**config.mk**
```make
export PLATFORM = sky130hd
export DESIGN_NAME = dual_channel_tracking_fault_monitor
export DESIGN_NICKNAME = d
export VERILOG_FILES = /design/src/dual_channel_tracking_fault_monitor.v
export VERILOG_INCLUDE_DIRS = /design/src /design/src/src
export SDC_FILE = /design/constraint.sdc
export NUM_CORES = 1
export LEC_CHECK = 0
export BUFFER_PORTS_ARGS = -buffer_cell sky130_fd_sc_hd__clkbuf_2
export CAP_MARGIN = 0
export CORE_ASPECT_RATIO = 0.75
export CORE_MARGIN = 2
export CORE_UTILIZATION = 50
export CTS_BUF_LIST = sky130_fd_sc_hd__clkbuf_8
export DETAILED_ROUTE_END_ITERATION = 6
export MAX_ROUTING_LAYER = met4
export PLACE_DENSITY = 0.77
export SYNTH_ARGS = -nofsm -noshare
export SYNTH_HDL_FRONTEND = slang
export SYNTH_SLANG_ARGS = --single-unit
```
**constraint.sdc**
```tcl
create_clock -name clock_i -period 5.8 [get_ports clock_i]
set_clock_uncertainty 0.15 [all_clocks]
set_input_delay 0.29 -clock clock_i [delete_from_list [all_inputs] [get_ports clock_i]]
set_output_delay 0.29 -clock clock_i [all_outputs]
set_load 0.005 [all_outputs]
```
**src/fault_monitor_defs.vh**
```
// Constants for the dual channel tracking converter and its fault monitor.
`ifndef FAULT_MONITOR_DEFS_VH
`define FAULT_MONITOR_DEFS_VH

// ****************************************************************
// Word layout
// ****************************************************************
`define POS_WIDTH          14
`define POS_MSB            13
`define POS_RESET          14'h0000
`define CHAN_COUNT         2
`define CHAN_FIRST         0
`define CHAN_SECOND        1
`define WORD_BUS_WIDTH     28

// ****************************************************************
// Fault thresholds in counts of the least significant bit
// ****************************************************************
`define ERR_SET_LSB        14'h0037
`define ERR_CLEAR_LSB      14'h002D

// ****************************************************************
// Timing
// ****************************************************************
`define CLK_FREQ_HZ        20000000
`define MAX_RATE_RPS       20
`define COUNTS_PER_REV     16384
`define STEP_CYCLES        (`CLK_FREQ_HZ / (`MAX_RATE_RPS * `COUNTS_PER_REV))
`define STEP_CNT_WIDTH     6
`define SELECT_TIME_NS     50
`define CLK_PERIOD_NS      50
`define SELECT_CYCLES      ((`SELECT_TIME_NS + `CLK_PERIOD_NS - 1) / `CLK_PERIOD_NS)
`define REF_EDGES_TO_SET   2'h2
`define PERS_RESET         2'h0

// ****************************************************************
// Reset values of the flags
// ****************************************************************
`define FAULT_RESET        1'b1
`define FAULT_N_RESET      1'b0

`endif

```
**src/dual_channel_tracking_fault_monitor.v**
```verilog
// Dual channel tracking counters with a hysteretic, persistent fault monitor.
`timescale 1ns/10ps
`default_nettype none
`include "fault_monitor_defs.vh"

module dual_channel_tracking_fault_monitor (
    // Clock and reset.
    input  wire                        clock_i,
    input  wire                        rst_n_i,
    // Shaft angle per channel, first channel in the low bits.
    input  wire [`WORD_BUS_WIDTH-1:0]  shaft_angle_i,
    // Reference comparator levels per channel.
    input  wire [`CHAN_COUNT-1:0]      reference_high_input_i,
    input  wire [`CHAN_COUNT-1:0]      reference_low_input_i,
    // Signal presence per channel and shared supply health.
    input  wire [`CHAN_COUNT-1:0]      signal_present_i,
    input  wire                        supply_good_i,
    // Channel select from the host.
    input  wire                        channel_select_i,
    // Selected channel outputs.
    output reg  [`POS_WIDTH-1:0]       position_word_o,
    output reg                         fault_n_o
);

    // ****************************************************************
    // Shared synchronisers
    // ****************************************************************

    reg                        sel_s1_reg;
    reg                        sel_s2_reg;
    reg                        supply_s1_reg;
    reg                        supply_s2_reg;

    // Per channel results gathered for the output selector.
    wire [`CHAN_COUNT-1:0]     ch_fault;
    wire [`WORD_BUS_WIDTH-1:0] ch_word;

    // Reload value of the step divider; it is cut to the divider's width where used.
    localparam [31:0] STEP_RELOAD = `STEP_CYCLES - 1;

    // The select pin comes from the host's domain, so it passes two flip-flops.
    always @(posedge clock_i or negedge rst_n_i) begin
        if (!rst_n_i) begin
            sel_s1_reg <= 1'b0;
            sel_s2_reg <= 1'b0;
        end else begin
            sel_s1_reg <= channel_select_i;
            sel_s2_reg <= sel_s1_reg;
        end
    end

    // The supply monitor starts as bad, so both channels leave reset in fault
    // until the synchroniser has seen a good supply for two clocks.
    always @(posedge clock_i or negedge rst_n_i) begin
        if (!rst_n_i) begin
            supply_s1_reg <= 1'b0;
            supply_s2_reg <= 1'b0;
        end else begin
            supply_s1_reg <= supply_good_i;
            supply_s2_reg <= supply_s1_reg;
        end
    end

    // ****************************************************************
    // Per channel tracking loop and monitor
    // ****************************************************************

    genvar ch;
    generate
        for (ch = 0; ch < `CHAN_COUNT; ch = ch + 1) begin : g_chan

            reg  [`POS_WIDTH-1:0]     angle_s1_reg;
            reg  [`POS_WIDTH-1:0]     angle_s2_reg;
            reg  [`POS_WIDTH-1:0]     count_reg;
            reg  [`POS_WIDTH-1:0]     count_next;
            reg  [`STEP_CNT_WIDTH-1:0] step_cnt_reg;
            reg  [`STEP_CNT_WIDTH-1:0] step_cnt_next;
            reg                       ref_hi_s1_reg;
            reg                       ref_hi_s2_reg;
            reg                       ref_lo_s1_reg;
            reg                       ref_lo_s2_reg;
            reg                       ref_prev_reg;
            reg                       sig_s1_reg;
            reg                       sig_s2_reg;
            reg  [1:0]                pers_reg;
            reg  [1:0]                pers_next;
            reg                       fault_reg;
            reg                       fault_next;

            wire [`POS_WIDTH-1:0]     err_raw;
            wire [`POS_WIDTH-1:0]     err_mag;
            wire                      err_neg;
            wire                      over_set;
            wire                      under_clear;
            wire                      ref_sign;
            wire                      ref_rise;
            wire                      forced;
            wire                      step_tick;

            // The angle word is sampled bit by bit; a skewed sample costs at most
            // a single wrong step, which the loop then walks back.
            // An angle held for three clocks always gives a clean sample.
            always @(posedge clock_i or negedge rst_n_i) begin
                if (!rst_n_i) begin
                    angle_s1_reg <= `POS_RESET;
                    angle_s2_reg <= `POS_RESET;
                end else begin
                    angle_s1_reg <= shaft_angle_i[ch*`POS_WIDTH +: `POS_WIDTH];
                    angle_s2_reg <= angle_s1_reg;
                end
            end

            // Both reference levels are synchronised before any logic reads them;
            // the edge detector starts low like an idle reference, so no false edge.
            always @(posedge clock_i or negedge rst_n_i) begin
                if (!rst_n_i) begin
                    ref_hi_s1_reg <= 1'b0;
                    ref_hi_s2_reg <= 1'b0;
                    ref_lo_s1_reg <= 1'b0;
                    ref_lo_s2_reg <= 1'b0;
                    ref_prev_reg  <= 1'b0;
                end else begin
                    ref_hi_s1_reg <= reference_high_input_i[ch];
                    ref_hi_s2_reg <= ref_hi_s1_reg;
                    ref_lo_s1_reg <= reference_low_input_i[ch];
                    ref_lo_s2_reg <= ref_lo_s1_reg;
                    ref_prev_reg  <= ref_sign;
                end
            end

            // Signal presence starts as lost, so a channel leaves reset in fault.
            always @(posedge clock_i or negedge rst_n_i) begin
                if (!rst_n_i) begin
                    sig_s1_reg <= 1'b0;
                    sig_s2_reg <= 1'b0;
                end else begin
                    sig_s1_reg <= signal_present_i[ch];
                    sig_s2_reg <= sig_s1_reg;
                end
            end

            // signed error magnitude.
            // The difference wraps modulo one turn, so the shorter way round wins.
            assign err_raw     = angle_s2_reg - count_reg;
            assign err_neg     = err_raw[`POS_MSB];
            assign err_mag     = err_neg ? (~err_raw + 14'h0001) : err_raw;

            assign over_set    = (err_mag > `ERR_SET_LSB);
            assign under_clear = (err_mag < `ERR_CLEAR_LSB);

            // A reference period is counted between rising edges of its sign,
            // formed only from the synchronised high and low levels.
            assign ref_sign    = ref_hi_s2_reg & ~ref_lo_s2_reg;
            assign ref_rise    = ref_sign & ~ref_prev_reg;

            // lost signal forces this channel's fault.
            // a bad supply prevents tracking and forces the fault.
            assign forced      = ~sig_s2_reg | ~supply_s2_reg;

            // rate limited step.
            // The counter may step once per step period only, so an input faster
            // than the tracking rate builds error until the fault sets.
            assign step_tick   = (step_cnt_reg == {`STEP_CNT_WIDTH{1'b0}});

            always @* begin
                step_cnt_next = step_cnt_reg - 6'h01;
                if (step_tick) begin
                    step_cnt_next = STEP_RELOAD[`STEP_CNT_WIDTH-1:0];
                end
            end

            // one count per step toward the angle.
            // No convert command; the counter simply chases the input.
            always @* begin
                count_next = count_reg;
                if (step_tick && supply_s2_reg && (err_raw != `POS_RESET)) begin
                    if (err_neg) begin
                        count_next = count_reg - 14'h0001;
                    end else begin
                        count_next = count_reg + 14'h0001;
                    end
                end
            end

            // persistence over one reference period.
            // Two rising edges seen while the error stays high span a full period.
            // Any dip to or below the set threshold restarts the wait.
            always @* begin
                pers_next = pers_reg;
                if (!over_set) begin
                    pers_next = `PERS_RESET;
                end else if (ref_rise && (pers_reg != `REF_EDGES_TO_SET)) begin
                    pers_next = pers_reg + 2'h1;
                end
            end

            // each channel keeps its own fault state.
            // a large step sets the fault until the counter resettles.
            // Setting has priority over clearing, and forcing over both.
            always @* begin
                fault_next = fault_reg;
                if (forced) begin
                    fault_next = 1'b1;
                end else if (over_set && (pers_reg == `REF_EDGES_TO_SET)) begin
                    fault_next = 1'b1;
                end else if (under_clear) begin
                    fault_next = 1'b0;
                end
            end

            always @(posedge clock_i or negedge rst_n_i) begin
                if (!rst_n_i) begin
                    count_reg <= `POS_RESET;
                end else begin
                    count_reg <= count_next;
                end
            end

            // The divider starts at zero, so the first step may fall at once;
            // after that the counter moves no faster than the tracking rate.
            always @(posedge clock_i or negedge rst_n_i) begin
                if (!rst_n_i) begin
                    step_cnt_reg <= {`STEP_CNT_WIDTH{1'b0}};
                end else begin
                    step_cnt_reg <= step_cnt_next;
                end
            end

            always @(posedge clock_i or negedge rst_n_i) begin
                if (!rst_n_i) begin
                    pers_reg <= `PERS_RESET;
                end else begin
                    pers_reg <= pers_next;
                end
            end

            // fault from reset.
            // Starting in fault means the flag stays low until the counter is
            // within the clear threshold, about one degree, of the angle.
            always @(posedge clock_i or negedge rst_n_i) begin
                if (!rst_n_i) begin
                    fault_reg <= `FAULT_RESET;
                end else begin
                    fault_reg <= fault_next;
                end
            end

            assign ch_fault[ch] = fault_reg;
            assign ch_word[ch*`POS_WIDTH +: `POS_WIDTH] = count_reg;
        end
    endgenerate

    // ****************************************************************
    // Output selector
    // ****************************************************************

    // select high means the first channel.
    // selected fault drives the active-low flag.
    // The select pin's synchroniser adds two clocks; that is the price of a
    // glitch-free flag when the host switches channels asynchronously.
    // Next values of the two outputs.
    reg  [`POS_WIDTH-1:0]      position_word_next;
    reg                        fault_n_next;

    // The synchronised select picks the channel.
    always @* begin
        if (sel_s2_reg) begin
            position_word_next = ch_word[`CHAN_FIRST*`POS_WIDTH +: `POS_WIDTH];
            fault_n_next       = ~ch_fault[`CHAN_FIRST];
        end else begin
            position_word_next = ch_word[`CHAN_SECOND*`POS_WIDTH +: `POS_WIDTH];
            fault_n_next       = ~ch_fault[`CHAN_SECOND];
        end
    end

    // Both outputs leave a flip-flop, so the host never sees the mux settle.
    // A channel switch therefore costs one clock more than the mux alone.
    always @(posedge clock_i or negedge rst_n_i) begin
        if (!rst_n_i) begin
            position_word_o <= `POS_RESET;
            fault_n_o       <= `FAULT_N_RESET;
        end else begin
            position_word_o <= position_word_next;
            fault_n_o       <= fault_n_next;
        end
    end

endmodule
`default_nettype wire

```
==> impl_metrics.yaml <==
clocking:
  ctsResizeCount: 0
  cts_tree: "built"
  cts_max_level: 4
  clk_pin_slew_worst_paths_ps: 90
  numClockSinks: 135
  clock_latency_ps: 470
  cts_root_buf: "clkbuf_8"
  cts_inserted_buffers: 17
  cts.path.max_buffers: 2
flow_run:
  maxCapViolations: 0
yosys:
  syn_area_um2: 7630
  yosys-top-cells-count: "dfrtp_1 (133), nand2_1 (70), o21ai_0 (59)"
  synth_seq_cells: 135
  ys.flop_type: "dfrtp_1"
  synth_nets: 872
  yosysUniqueCellTypes: 74
  synth_area_leaders: "dfrtp_1 (44%), ha_1 (9.5%), o21ai_0 (3.9%), xnor2_1 (3.8%), nand2_1 (3.4%)"
  syn_inst: 772
  synth.avg_cell_area_um2: 9.89
  yosysTopAreaCell: "dfrtp_1"
  synth-edff-count: 0
  ys_warn_count: 0
  postSynth.asyncResetShare_pct: 100
  yosysSeqAreaShare_pct: 44.3
  synth_top_area_share_pct: 43.6
  synthMostInstantiatedCell: "dfrtp_1"
setup_path:
  cp_top_family: "compound AO/OA/AOI/OAI gates"
  worstPathCellList: "inv_1 > ha_1 > o21ai_0 > a21oi_1 > o311a_1 > a311o_1 > xor2_1 > inv_1 > buf_4 > ha_1 > a21o_1 > a21oi_1 > o21bai_1 > a31oi_1 > o21ai_0 > nor4_1 > o41ai_1 > xnor2_1 > nand2_1 > xnor2_1"
  critPathSlowestCell: "o311a_1"
  cpPeakStageDelay_ps: 420
  regToRegSetupSlack_ps: 790
  required_ps: 6010
  cp_num_buf_inv: 3
  cp_max_fo: 11
  worstSetupEndpointType: "flop"
  arrival_ps: 5220
  path_class: "reg -> reg"
  start_kind: "flop"
power_and_ir_drop:
  power_mw: 2.15
  p_seq_share_pct: 46.6
  p_sw_share_pct: 30.4
  switchingPower_mw: 0.655
  power_frac_clock_pct: 36.5
  p_leak_nw: 4.06
  share_comb_of_total_power_pct: 16.9
  power_density_nw_per_um2: 241
  ir_worst_vdd_mv: 0.207
  p_int_mw: 1.50
layout:
  num_antenna_cells: 0
  drive_gt1_share_pct: 13.5
  final_cell_area_um2: 8910
  fin_util_pct: 59.1
  stdcell_count: 1085
  syn_to_final_growth_pct: 16.7
  nNetsFinal: 967
placement:
  routabilityCongestion: 0.879
  placed_area_um2: 8140
  place_hpwl_mm: 11.5
  dp_cells: 1016
  numPortBuffers: 52
  dp_slack_ps: 841
global_route:
  gr-total-overflow: 0
  grt_max_degree: 74
  grt_pass1_wl_mm: 27.3
  antenna_found_initial: 0
  grtUsageTotal_pct: 21.8
  grt_pass1_vias: 5538
timing:
  rsz0062_at_grt: "false"
  hold_ws_ps: 201
  drv_slew: 0
  min_period_ps: 5010
  setup_viol: 0
  hold_violations: 0
  max_slew_margin_pct: 42.5
  tightest_slew_ps: 857
  fmax_mhz: 200
  finalCritPeriodShare_pct: 86.4
  tns_ps: 0
  fin_ws_ps: 791
floorplan:
  core-area_um2: 15100
  dieWidth_um: 147
  die-area_um2: 16300
  die_h_um: 111
  placementRows: 39
  io_pins: 53
  initial_core_util_pct: 50.6
routing:
  avgRoutedWirePerCell_um: 14.9
  vias: 5909
  dr.pass1.iters: 5
  post_drt_via_cell_ratio: 5.45
  drc_errors: 0
  drtIter0Drc: 427
  detail-route-antenna-nets: 0
  routed_wl_mm: 16.2
worst_hold_path:
  worst_hold_path_type: "reg -> reg"
run_status:
  status: "complete, no violations"
worst register-to-register path: stages (launching register included):
cell      delay [ps]
dfrtp_1          380
inv_1             60
ha_1             340
o21ai_0          320
a21oi_1          170
o311a_1          420
a311o_1          340
xor2_1           280
inv_1            170
buf_4            220
ha_1             290
a21o_1           160
a21oi_1          210
o21bai_1         120
a31oi_1          260
o21ai_0          190
nor4_1           290
o41ai_1          150
xnor2_1          160
nand2_1           90
xnor2_1          140
timing repair:
action | 4_1_cts | 5_1_grt
hold buffers | 37 | 0
setup buffers | 0 | 0
endpoints found under the hold margin | 107 | 0
placed cells by master (no fill, tap or decap), types with 10 or more instances in the layout:
master / netlist / routed
xnor2_1: 33 / 33
dlygate4sd3_1: 0 / 37
nor3_1: 20 / 20
clkbuf_8: 0 / 17
nand2_1: 70 / 70
nor2_1: 47 / 47
o21ai_0: 59 / 59
xor2_1: 22 / 22
a21oi_1: 30 / 30
nand2b_1: 13 / 13
nor2b_1: 10 / 10
ha_1: 58 / 58
dfrtp_1: 133 / 133
clkbuf_2: 0 / 51
nand3_1: 13 / 13
inv_1: 55 / 55
a21o_1: 17 / 17
power groups by stage:
stage	Combinational (mW)	Clock [mW]	Sequential, mW
2_1_floorplan	0.251	0	1.01
3_3_place_gp	0.331	0	1.02
3_5_place_dp	0.340	0	1.02
4_1_cts	0.362	0.808	1.00
5_1_grt	0.409	0.850	1.01
6_report	0.364	0.784	1.00
path summary, 6_finish.rpt:
| kind | start | to | cells after the start |
|---|---|---|---|
| hold reg to reg | g_chan[1].angle_s1_reg[7]$_DFF_PN0_ | g_chan[1].angle_s2_reg[7]$_DFF_PN0_ | 0 |
| min in group asynchronous | rst_n_i | g_chan[0].angle_s1_reg[2]$_DFF_PN0_ | 2 |
| max in group asynchronous | rst_n_i | supply_s2_reg$_DFF_PN0_ | 3 |
| setup / recovery | g_chan[0].count_reg[2]$_DFFE_PN0P_ | g_chan[0].count_reg[13]$_DFFE_PN0P_ | 20 |
| setup reg to reg | g_chan[0].count_reg[2]$_DFFE_PN0P_ | g_chan[0].count_reg[13]$_DFFE_PN0P_ | 20 |
| hold / removal | g_chan[1].angle_s1_reg[7]$_DFF_PN0_ | g_chan[1].angle_s2_reg[7]$_DFF_PN0_ | 0 |
layer usage:
metal  wire length, um  GRT usage, %  up-vias
met2              6540          28.9      191
met4               205          6.93        0
met5                 0             -        -
met1              8440          32.9     2748
met3              1010          4.90       14
li1                  -             -     2956
cells by family after synthesis:
group / count (synthesis) / share of synthesized area [%]
AND/OR/NAND/NOR: 221 / 14.4
AO/OA/AOI/OAI: 210 / 18.9
flip-flops: 135 / 44.3
buffers and inverters: 76 / 3.74
adder cells (fa/ha/maj): 62 / 10.6
XOR/XNOR: 55 / 6.31
multiplexers: 13 / 1.79
final cells by class:
| class | count | area [um^2] |
|---|---|---|
| sequential | 135 | 3380 |
| multi-input combinational | 561 | 3970 |
| inverter | 55 | 206 |
| timing repair buffer | 97 | 697 |
| clock buffer | 17 | 234 |
| tap | 205 | 256 |
| clock inverter | 15 | 161 |
| fill | 1271 | 6170 |
No activity file was read; power rests on OpenSTA's default activity.
